## src/host_misc_defs.svh

```systemverilog
// register indices, field positions, reset values and keys of the host misc bank
// assumes a wishbone byte address of four times the register index
`ifndef HOST_MISC_DEFS_SVH
`define HOST_MISC_DEFS_SVH

// register indices (read codes; a write code is the read code with bit 7 set)
`define IDX_SILICON_IDENTITY     8'h27
`define IDX_SCRATCH_READ         8'h28
`define IDX_SCRATCH_WRITE        8'ha8
`define IDX_SOFT_RESET_WRITE     8'ha9
`define IDX_ISO_SIZE_READ        8'h2a
`define IDX_ISO_SIZE_WRITE       8'haa
`define IDX_ACK_SIZE_READ        8'h2b
`define IDX_ACK_SIZE_WRITE       8'hab
`define IDX_LIST_STATE_READ      8'h2c
`define IDX_EVENT_STATUS_READ    8'h30
`define IDX_EVENT_MASK_READ      8'h31
`define IDX_EVENT_MASK_WRITE     8'hb1

// list_buffer_state field positions
`define POS_ISO_FIRST_LOADED     0
`define POS_ISO_SECOND_LOADED    1
`define POS_ACK_LOADED           2
`define POS_ISO_FIRST_CONSUMED   3
`define POS_ISO_SECOND_CONSUMED  4
`define POS_ACK_CONSUMED         5

// reset values and keys
`define RST_SCRATCH              16'h0000
`define RST_ISO_SIZE             16'h0000
`define RST_ACK_SIZE             16'h0000
`define RST_EVENT_MASK           3'h0
`define SOFT_RESET_KEY           16'h00f6
`define LIST_RAM_BYTES           18'h01000

`endif

```

## src/host_misc_pkg.sv

```systemverilog
// types shared by the host misc register bank and its helpers
// assumes host_misc_defs.svh for all numeric constants
package host_misc_pkg;

  typedef enum logic [0:0] {
    PH_IDLE = 1'b0,
    PH_ACK  = 1'b1
  } bus_phase_t;

  typedef struct packed {
    logic        cyc;
    logic        stb;
    logic        we;
    logic [9:0]  adr;
    logic [3:0]  sel;
    logic [31:0] dat;
  } wb_req_t;

  typedef struct packed {
    logic        ack;
    logic [31:0] dat;
  } wb_rsp_t;

  typedef struct packed {
    logic [2:0] consumed;
    logic [2:0] loaded;
  } list_state_t;

  typedef struct packed {
    bus_phase_t  phase;
    logic        ack;
    logic [31:0] rdData;
    logic [15:0] scratch;
    logic [15:0] isoSize;
    logic [15:0] ackSize;
    logic [2:0]  mask;
    logic [5:0]  listCopy;
    logic        irq;
    logic        softReset;
    logic        overflow;
  } bank_state_t;

endpackage

```

## src/host_misc_regs.sv

```systemverilog
// host controller misc and list buffer control registers on classic wishbone
// assumes list buffer levels come from controller logic on the same clock
// Operation
// identity word returned at code 27; upper byte names the product
// identity lower byte is the silicon revision, engineering samples included
// scratch word written at A8, read at 28, resets to zero
// writing F6H at code A9 triggers a controller reset
// soft reset restores all registers, buffer memory left untouched
// any other value written at A9 changes nothing
// one iso list buffer size, read 2A, written AA, shared by both
// ack list buffer size, read 2B, written AB, resets to zero
// software keeps ack size plus twice iso size within 1000H bytes
// buffer status word read at 2C, bits 15 to 6 read zero
// bits 5,4,3 show ack, second iso, first iso buffer consumed
// bits 2,1,0 show ack, second iso, first iso buffer full
//
// Local design decision: the Wishbone register port.
`timescale 1ns/1ps
`default_nettype none
`include "host_misc_defs.svh"
module host_misc_regs #(
  parameter int         ADDR_W          = 10,
  parameter logic [7:0] PRODUCT_CODE    = 8'h5a,  // arbitrary value
  parameter logic [7:0] SILICON_REVISION = 8'h01  // arbitrary value
) (
  // clock, reset, clock enable
  input  wire logic                       clock,
  input  wire logic                       reset_n,
  input  wire logic                       enable,
  // wishbone slave
  input  wire host_misc_pkg::wb_req_t     wbReq,
  output host_misc_pkg::wb_rsp_t          wbRsp,
  // list buffer levels from the controller
  input  wire host_misc_pkg::list_state_t listLevels,
  // configuration and control to the controller
  output logic [15:0]                     isoBufferSize,
  output logic [15:0]                     ackBufferSize,
  output logic                            hcSoftReset,
  output logic                            planOverflow,
  // interrupt
  output logic                            irq
);
  import host_misc_pkg::*;

  bank_state_t state_reg;
  bank_state_t state_next;

  logic [7:0]  regIndex;
  logic        request;
  logic        writeHit;
  logic        readHit;
  logic        keyMatch;
  logic        statusRead;
  logic [2:0]  consumedRise;
  logic [2:0]  eventStatus;
  logic [17:0] planBytes;
  logic [15:0] identityWord;
  logic [5:0]  listWord;

  initial begin
    if (ADDR_W < 10) $error("host_misc_regs needs ADDR_W >= 10");
  end

  // byte address is four times the register index
  assign regIndex = wbReq.adr[9:2];
  assign request  = wbReq.cyc & wbReq.stb & (state_reg.phase == PH_IDLE);
  assign writeHit = request & wbReq.we;
  assign readHit  = request & ~wbReq.we;

  // fixed identity: product in the high byte, revision in the low
  assign identityWord = {PRODUCT_CODE, SILICON_REVISION};

  // only the exact full-word key resets; other values are dropped
  assign keyMatch = writeHit & (regIndex == `IDX_SOFT_RESET_WRITE) &
                    (wbReq.sel[1:0] == 2'b11) &
                    (wbReq.dat[15:0] == `SOFT_RESET_KEY);

  assign statusRead = readHit & (regIndex == `IDX_EVENT_STATUS_READ);

  // status word layout: consumed in 5..3, loaded in 2..0
  assign listWord = {state_reg.listCopy[5:3], state_reg.listCopy[2:0]};

  // total allocation check against the shared ram
  assign planBytes = {2'b00, state_reg.ackSize} + {1'b0, state_reg.isoSize, 1'b0};

  // byte-lane merge for 16-bit registers
  function automatic logic [15:0] laneMerge(
    input logic [15:0] oldValue,
    input logic [31:0] newValue,
    input logic [3:0]  lanes
  );
    logic [15:0] merged;
    merged       = oldValue;
    if (lanes[0]) begin
      merged[7:0] = newValue[7:0];
    end
    if (lanes[1]) begin
      merged[15:8] = newValue[15:8];
    end
    return merged;
  endfunction

  // a consumed edge is what raises an event
  rise_detect #(
    .WIDTH (3)
  ) u_rise (
    .clock   (clock),
    .reset_n (reset_n),
    .enable  (enable),
    .level   (listLevels.consumed),
    .rise    (consumedRise)
  );

  // event bits survive a read-clear in the same cycle
  event_sticky #(
    .WIDTH (3)
  ) u_events (
    .clock     (clock),
    .reset_n   (reset_n),
    .enable    (enable),
    .setBits   (consumedRise),
    .readClear (statusRead),
    .softClear (keyMatch),
    .status    (eventStatus)
  );

  always_comb begin
    state_next           = state_reg;
    state_next.softReset = 1'b0;
    // levels copied every enabled cycle so a read shows the live buffer state
    state_next.listCopy  = {listLevels.consumed, listLevels.loaded};
    state_next.overflow  = (planBytes > `LIST_RAM_BYTES);
    state_next.irq       = |(eventStatus & state_reg.mask);

    case (state_reg.phase)
      PH_IDLE: begin
        state_next.ack = 1'b0;
        if (request) begin
          state_next.ack    = 1'b1;
          state_next.phase  = PH_ACK;
          state_next.rdData = 32'h0000_0000;
          if (!wbReq.we) begin
            case (regIndex)
              `IDX_SILICON_IDENTITY: begin
                state_next.rdData = {16'h0000, identityWord};
              end
              `IDX_SCRATCH_READ: begin
                state_next.rdData = {16'h0000, state_reg.scratch};
              end
              `IDX_ISO_SIZE_READ: begin
                state_next.rdData = {16'h0000, state_reg.isoSize};
              end
              `IDX_ACK_SIZE_READ: begin
                state_next.rdData = {16'h0000, state_reg.ackSize};
              end
              `IDX_LIST_STATE_READ: begin
                // upper reserved bits held at zero
                state_next.rdData = {26'h000_0000, listWord};
              end
              `IDX_EVENT_STATUS_READ: begin
                state_next.rdData = {29'h0000_0000, eventStatus};
              end
              `IDX_EVENT_MASK_READ: begin
                state_next.rdData = {29'h0000_0000, state_reg.mask};
              end
              default: begin
                state_next.rdData = 32'h0000_0000;
              end
            endcase
          end else begin
            case (regIndex)
              `IDX_SCRATCH_WRITE: begin
                state_next.scratch = laneMerge(state_reg.scratch, wbReq.dat,
                                               wbReq.sel);
              end
              `IDX_ISO_SIZE_WRITE: begin
                // one value serves both iso buffers
                state_next.isoSize = laneMerge(state_reg.isoSize, wbReq.dat,
                                               wbReq.sel);
              end
              `IDX_ACK_SIZE_WRITE: begin
                state_next.ackSize = laneMerge(state_reg.ackSize, wbReq.dat,
                                               wbReq.sel);
              end
              `IDX_EVENT_MASK_WRITE: begin
                if (wbReq.sel[0]) begin
                  state_next.mask = wbReq.dat[2:0];
                end
              end
              default: begin
                // unmapped or read-only: acknowledged, nothing stored
                state_next.mask = state_reg.mask;
              end
            endcase
          end
        end
      end
      PH_ACK: begin
        // ack lasts one cycle; the master drops stb before the next request
        state_next.ack   = 1'b0;
        state_next.phase = PH_IDLE;
      end
      default: begin
        state_next.ack   = 1'b0;
        state_next.phase = PH_IDLE;
      end
    endcase

    // soft reset wins over the write path; buffer ram lives elsewhere
    if (keyMatch) begin
      state_next.scratch   = `RST_SCRATCH;
      state_next.isoSize   = `RST_ISO_SIZE;
      state_next.ackSize   = `RST_ACK_SIZE;
      state_next.mask      = `RST_EVENT_MASK;
      state_next.irq       = 1'b0;
      state_next.overflow  = 1'b0;
      state_next.softReset = 1'b1;
    end
  end

  always_ff @(posedge clock or negedge reset_n) begin
    if (!reset_n) begin
      state_reg          <= '0;
      state_reg.phase    <= PH_IDLE;
      state_reg.scratch  <= `RST_SCRATCH;
      state_reg.isoSize  <= `RST_ISO_SIZE;
      state_reg.ackSize  <= `RST_ACK_SIZE;
      state_reg.mask     <= `RST_EVENT_MASK;
    end else if (enable) begin
      state_reg <= state_next;
    end
  end

  // every output straight from the state register
  assign wbRsp.ack     = state_reg.ack;
  assign wbRsp.dat     = state_reg.rdData;
  assign isoBufferSize = state_reg.isoSize;
  assign ackBufferSize = state_reg.ackSize;
  assign hcSoftReset   = state_reg.softReset;
  assign planOverflow  = state_reg.overflow;
  assign irq           = state_reg.irq;
endmodule
`default_nettype wire

```

## src/rise_detect.sv

```systemverilog
// per-bit rising edge finder with a registered one-cycle pulse out
// assumes inputs already on the clock domain
`timescale 1ns/1ps
`default_nettype none
module rise_detect #(
  parameter int WIDTH = 3
) (
  // clock and reset
  input  wire logic             clock,
  input  wire logic             reset_n,
  input  wire logic             enable,
  // levels in, pulses out
  input  wire logic [WIDTH-1:0] level,
  output logic      [WIDTH-1:0] rise
);
  typedef struct packed {
    logic [WIDTH-1:0] prev;
    logic [WIDTH-1:0] rise;
  } edge_state_t;

  edge_state_t state_reg;
  edge_state_t state_next;

  initial begin
    if (WIDTH < 1) $error("rise_detect needs WIDTH >= 1");
  end

  always_comb begin
    state_next      = state_reg;
    state_next.prev = level;
    state_next.rise = level & ~state_reg.prev;
  end

  always_ff @(posedge clock or negedge reset_n) begin
    if (!reset_n) begin
      state_reg <= '0;
    end else if (enable) begin
      state_reg <= state_next;
    end
  end

  assign rise = state_reg.rise;
endmodule
`default_nettype wire

```

## src/event_sticky.sv

```systemverilog
// sticky event bits: set by pulses, cleared by a status read or a soft reset
// assumes clears are one-cycle pulses on the same clock
`timescale 1ns/1ps
`default_nettype none
module event_sticky #(
  parameter int WIDTH = 3
) (
  // clock and reset
  input  wire logic             clock,
  input  wire logic             reset_n,
  input  wire logic             enable,
  // events and clears
  input  wire logic [WIDTH-1:0] setBits,
  input  wire logic             readClear,
  input  wire logic             softClear,
  output logic      [WIDTH-1:0] status
);
  typedef struct packed {
    logic [WIDTH-1:0] bits;
  } sticky_state_t;

  sticky_state_t    state_reg;
  sticky_state_t    state_next;
  logic [WIDTH-1:0] bitNext;

  initial begin
    if (WIDTH < 1) $error("event_sticky needs WIDTH >= 1");
  end

  // an event in the read-clear cycle survives; soft reset clears all
  for (genvar i = 0; i < WIDTH; i++) begin : g_bit
    assign bitNext[i] = softClear ? 1'b0 :
                        (setBits[i] | (state_reg.bits[i] & ~readClear));
  end

  always_comb begin
    state_next      = state_reg;
    state_next.bits = bitNext;
  end

  always_ff @(posedge clock or negedge reset_n) begin
    if (!reset_n) begin
      state_reg <= '0;
    end else if (enable) begin
      state_reg <= state_next;
    end
  end

  assign status = state_reg.bits;
endmodule
`default_nettype wire

```

## config.mk

```make
export PLATFORM = sky130hd
export DESIGN_NAME = host_misc_regs
export DESIGN_NICKNAME = d
export VERILOG_FILES = /design/src/host_misc_pkg.sv /design/src/host_misc_regs.sv /design/src/rise_detect.sv /design/src/event_sticky.sv
export VERILOG_INCLUDE_DIRS = /design/src
export SDC_FILE = /design/constraint.sdc
export NUM_CORES = 1
export LEC_CHECK = 0
export ABC_AREA = 1
export CAP_MARGIN = 20
export CORE_ASPECT_RATIO = 1.75
export CORE_MARGIN = 2
export CORE_UTILIZATION = 55
export DETAILED_ROUTE_END_ITERATION = 12
export DONT_BUFFER_PORTS = 1
export GPL_ROUTABILITY_DRIVEN = 1
export PLACE_DENSITY = 0.71
export SLEW_MARGIN = 0
export SYNTH_ARGS = -nofsm -noshare
export SYNTH_HDL_FRONTEND = slang
export SYNTH_SLANG_ARGS = --single-unit
```

## constraint.sdc

```tcl
create_clock -name clock -period 2.8 [get_ports clock]
set_input_delay 0.28 -clock clock [delete_from_list [all_inputs] [get_ports clock]]
set_output_delay 0.28 -clock clock [all_outputs]
set_load 0.02 [all_outputs]
```

Word level (Yosys, flattened, before mapping)
Index checks and enable logic that the tools add are counted.
- add/subtract/negate cells: 1
- order comparisons: 1
- equal/unequal tests: 15
- multiplexer cells: 18
- bitwise logic cells: 20
- reductions and logical operators: 17
- operators with widths (cell ; count):
    51-bit two-way mux ; 3
    16-bit one-hot mux with 7 select lines ; 1
    85-bit two-way mux ; 1
    8-bit by 6-bit == test with 1-bit output (second input constant) ; 7
    16-bit two-way mux ; 3
    6-bit AND reduction ; 7
    8-bit == test (second input constant) ; 5
    32-bit two-way mux ; 1
    16-bit by 17-bit adder with 18-bit output ; 1
    18-bit by 13-bit greater-than comparator with 1-bit output (second input constant) ; 1
    16-bit by 8-bit == test with 1-bit output (second input constant) ; 1
    8-bit two-way mux ; 2
    2-bit nonzero test ; 8
    1-bit bitwise AND ; 11
    3-bit two-way mux ; 3
    3-bit bitwise AND ; 2
    2-bit one-hot mux with 2 select lines ; 1
    1-bit two-way mux ; 3
    1-bit inverter ; 3
    3-bit inverter ; 1
    1-bit bitwise OR ; 3
    3-bit AND reduction ; 1
    3-bit OR reduction ; 1
    2-bit == test (second input constant) ; 1
    2-bit by 1-bit inequality test with 1-bit output (second input constant) ; 1
- register bits: 103
- input bits: 58
- word-level logic and storage cells: 89

Depth between registers and ports, before layout
- word-level depth: 8
- gate-level depth with buffers: 16

Modules after synthesis
From an unflattened synthesis, not the netlist that was laid out.
- cell total of the unflattened synthesis: 748
- area, all modules: 5659.2 µm²
- modules (own cells, without submodules) (module ; times used ; cells an instance ; area each (µm²) ; seq. area each (µm²)):
    host_misc_regs ; 1 ; 695 ; 5240.0 ; 1926.8
    rise_detect ; 1 ; 29 ; 262.8 ; 150.1
    event_sticky ; 1 ; 24 ; 156.4 ; 75.1

Worst setup path after synthesis
OpenSTA, ideal clock, no wires.
- kind: register to register
- start point: register state_reg, in the netlist isoBufferSize[0]
- end point: register state_reg, in the netlist planOverflow
- library setup time: 0.116 ns
- arrival: 1.882 ns
- data required time: 2.684 ns
- setup slack: 0.802 ns
- cell stages (with the launch flop): 17
- clock period less this slack: 1.998 ns
- path through: dfrtp_1 -> ha_1 -> fa_1 -> nand2_1 -> nand2_1 -> nand3b_1 -> nand2_1 -> nand2_1 -> nand2_1 -> nand2_1 -> nand2_1 -> nor2_1 -> nand2_1 -> nor2_1 -> nand2_1 -> nand2_1 -> nand2_1
- word-level cells in the longest chain between the ends: 3
- ends and longest elaborated chain (item ; RTL line ; source):
    start, declared ; host_misc_regs.sv:45 ; bank_state_t state_reg;
    start signal, assigned ; host_misc_regs.sv:230 ; state_reg <= state_next;
    16-bit by 17-bit adder with 18-bit output ; host_misc_regs.sv:84 ; assign planBytes = {2'b00, state_reg.ackSize} + {1'b0, state_reg.isoSize, 1'b0};
    18-bit by 13-bit greater-than comparator with 1-bit output (no source line) ; -- ;
    3-bit two-way mux ; host_misc_regs.sv:210 ; if (keyMatch) begin
Every way passes these cells.
A chain may end at the register's enable or synchronous reset.

Final worst setup path
- start point: register state_reg[93] (netlist name)
- end point: register state_reg, in the netlist ackBufferSize[15]
- word-level cells in the longest chain between the ends: 8
- elaborated cells between the ends (all ways): 13
- classes of those cells: 1 x eq/ne; 1 x mux; 6 x bitwise; 5 x reduce/logical
- ends and longest elaborated chain (item ; RTL line ; source):
    1-bit inverter (no source line) ; -- ;
    1-bit bitwise AND ; host_misc_regs.sv:66 ; assign request = wbReq.cyc & wbReq.stb & (state_reg.phase == PH_IDLE);
    1-bit bitwise AND ; host_misc_regs.sv:67 ; assign writeHit = request & wbReq.we;
    1-bit bitwise AND (3 in a row) ; host_misc_regs.sv:74 ; assign keyMatch = writeHit & (regIndex == `IDX_SOFT_RESET_WRITE) &
    2-bit by 1-bit inequality test with 1-bit output (no source line) or 2-bit nonzero test (tied branches) ; -- ;
    6-bit AND reduction (no source line) ; -- ;
Several ways; a longest one is shown, not always the timed one.

==> metrics.md <==
| Metric | Value |
|---|---|
| Commonest non-fill, non-tap cell in the layout | `nand2_1` |
| Post-route design area | `0.00545 mm2` |
| Antenna cell count | `0` |
| Max Fclk | `431 MHz` |
| Worst-Margin Slew | `0.800 ns` |
| Drt total wl | `14000 um` |
| Critical path's top delay family | `simple AND/OR/NAND/NOR gates` |
| Power Density | `465 mW/mm2` |
| Final Hold Viols | `0` |
| Sink Count | `83` |
| Highest layer used for signal routing | `met4` |
| Detail Route Antenna Nets | `0` |
| CTS Buffer Depth | `2` |
| Count of different cell masters after synthesis | `39` |
| Placeable Area | `0.00953 mm2` |
| RSZ-0062 raised after global routing | `false` |
| CP arrival | `2.53 ns` |
| Critical path buffers and inverters | `2` |
| Layout cell share with drive strength beyond 1 | `12.3%` |
| Main combinational cell family by area after synthesis | `simple AND/OR/NAND/NOR gates` |
| DR vias/cell | `5.62` |
| Gpl congestion | `0.906` |
| Final Cycle Share | `82.8%` |
| Global-route wire length before repair | `22200 um` |
| Status | `finished, final reports clean` |
| Met3 wire length | `831 um` |
| Fin crit period | `2.32 ns` |
| Startpoint types | `flop` |
| Synth Area in Adders | `3.84%` |
| Nets | `743` |
| Final Max Slew Viols | `0` |
| Ordered list of cells on the worst path | `inv_1 > nand3_1 > nor4_4 > inv_1 > o21ai_1 > nand2_1 > nand2_1 > o21ai_2` |
| Final Setup Violations | `0` |
| Hold_sp | `enable` |
| Die H | `135 um` |
| Post-DP HPWL | `11000 um` |
| Met2 WL | `7760 um` |
| R2R Path Start | `state_reg[93]` |
| Largest register FFs | `20` |
| Min-delay worst type | `input pin to flop` |
| Overflow after GRT | `0` |
| Syn Inst Count | `706` |
| R2R Setup Slk | `0.48 ns` |
| TNS Setup | `0 ns` |
| TritonCTS buffer count | `9` |
| Worst skew pair latency | `0.34 ns` |
| Die X | `79.0 um` |
| Hold Path Stages | `1` |
| Yosys reg bits | `83` |
| Initial antenna violation count | `0` |
| Hold Crit Endpoint | `u_events.status[1]` |
| # port buffers | `0` |
| Area Growth Syn to Fin | `0.717%` |
| First DRT Iteration DRCs | `251` |
| Crit-path slowest cell | `dfrtp_1` |
| Hold slack final | `0.0353 ns` |
| Sequential element share of the synthesized area | `38.4%` |
| Post-synthesis mux area share | `0%` |
| Clock root cell | `clkbuf_16` |
| Number of global-route vias before repair | `4508` |
| Clock skew | `0.00624 ns` |
| Crit path required time | `3.01 ns` |
| RR Endpoint | `ackBufferSize[15]` |
| Crit path kind | `flop to flop` |
| Initial DRT Pass Iterations | `5` |
| CP peak stage delay | `0.49 ns` |
| Most frequent cells in the layout | `nand2_1, inv_1, dfrtp_1, o21ai_0` |
| Critical-path maximum fanout | `16` |
| Simple-Gate Fraction of Synth Area | `25.5%` |
| Max Cap Violations | `0` |
| Syn Std Cell Area | `0.00541 mm2` |
| CTS tree | `yes` |
| YS warnings | `0` |
| Row cnt | `47` |
| Peak supply drop | `0.538 mV` |
| Slew HR | `46.2%` |
| Synthesized area per cell | `7.66 um2` |
| Endpoint class of the critical path | `flop` |
| Wire length per cell | `17.6 um` |
| Clk slew on worst S/H paths | `0.07 ns` |
| Wire length on met1 | `4590 um` |
| Tot GR Track Use | `27.4%` |
| Synth Area in XOR/XNOR | `0.324%` |
| Synth Area in Compound Gates | `14.7%` |
| Total Power | `2530 uW` |
| Reg2Reg Depth | `8` |
| CTS H-tree lvls | `3` |
| # resized after CTS | `0` |
| Largest net degree at the start of global routing | `84` |
| Fin util | `57.2%` |
| Die area | `0.0107 mm2` |
| Cell area after placement | `0.00513 mm2` |
| Via Count | `4475` |
| Boundary pin count | `126` |
| Residual DRC | `0` |
| Leakage power | `0.00279 uW` |
| Starting Density | `56.8%` |
worst register-to-register path, stage by stage, from the launching register on:
cell and delay, ns:
dfrtp_1 0.49, inv_1 0.12, nand3_1 0.16, nor4_4 0.32
inv_1 0.14, o21ai_1 0.21, nand2_1 0.44, nand2_1 0.23
o21ai_2 0.07
timing repair:
item / 4_1_cts / 5_1_grt
buffers inserted: 0 / 0
hold buffers: 2 / 0
endpoints found under the hold margin: 83 / 0
where the power goes:
part | total, uW | internal (uW) | switching (uW)
logic | 151 | 34.6 | 116
clock network | 1140 | 615 | 521
registers | 1250 | 1220 | 23.2
total | 2530 | 1870 | 660
synthesized netlist by cell type:
cell type	instances	area (um2)
fa_1	1	20.0
o221ai_1	3	26.3
a21oi_1	19	95.1
dfrtp_1	83	2080
nor2_2	3	18.8
nor2_4	1	11.3
nand2_4	5	56.3
o21ai_4	1	16.3
a31oi_1	4	25.0
clkbuf_1	4	15.0
clkinv_1	1	3.75
xnor2_1	1	8.76
ha_1	15	188
or2_2	1	6.26
nor3_4	1	16.3
nor2_1	32	120
buf_2	2	10.0
o21ai_2	32	280
buf_6	6	67.6
nor4_4	1	21.3
a211oi_1	1	7.51
o21ai_0	36	180
inv_1	83	312
nand2_2	1	6.26
xor2_1	1	8.76
o22ai_1	3	18.8
nand3b_1	5	37.5
a22o_1	1	8.76
a221oi_1	6	52.6
nand4_1	11	68.8
buf_4	68	510
nand3_1	31	155
nand2_1	210	788
nor3_1	7	35.0
o21ai_1	17	85.1
nor3_2	2	20.0
nor4_1	3	18.8
inv_2	3	11.3
conb_1	1	3.75
worst max-delay path by stage:
stage	from	end	slack [ns]	cells past startpoint
finish	state_reg[93]	ackBufferSize[15]	0.48	8
global route	state_reg[93]	ackBufferSize[14]	0.30	8
CTS	state_reg[93]	ackBufferSize[15]	0.48	8
detailed placement	state_reg[93]	ackBufferSize[15]	0.50	8
global placement	state_reg[93]	ackBufferSize[11]	0.56	8
floorplan	isoBufferSize[0]	planOverflow	0.80	16
area by class of cell:
type,count,area [um2]
fillers,957,4080
multi-input cells,471,2460
flip-flops and latches,83,2080
inverters,87,327
clock buffers,9,225
well taps,122,153
repair buffers,17,150
clock inverters,7,57.6
stage by stage:
step,setup WS (ns),cells
3_3_place_gp,0.565,778
4_1_cts,0.482,796
6_report,0.481,796
2_1_floorplan,0.802,721
5_1_grt,0.297,796
3_5_place_dp,0.496,778
metal layers:
metal  vias to the layer above  track usage, %
li1                       2140               -
met1                      2129            26.2
met2                       158            51.1
met3                        48            7.07
met4                         0            16.2
met5                         -               0
logic make-up after synthesis:
| family | Yosys count |
|---|---|
| flip-flops | 83 |
| AO/OA/AOI/OAI | 123 |
| XOR/XNOR | 2 |
| AND/OR/NAND/NOR | 314 |
| buffers and inverters | 167 |
| other | 1 |
| adder cells (fa/ha/maj) | 16 |
No activity file was read; power rests on OpenSTA's default activity.
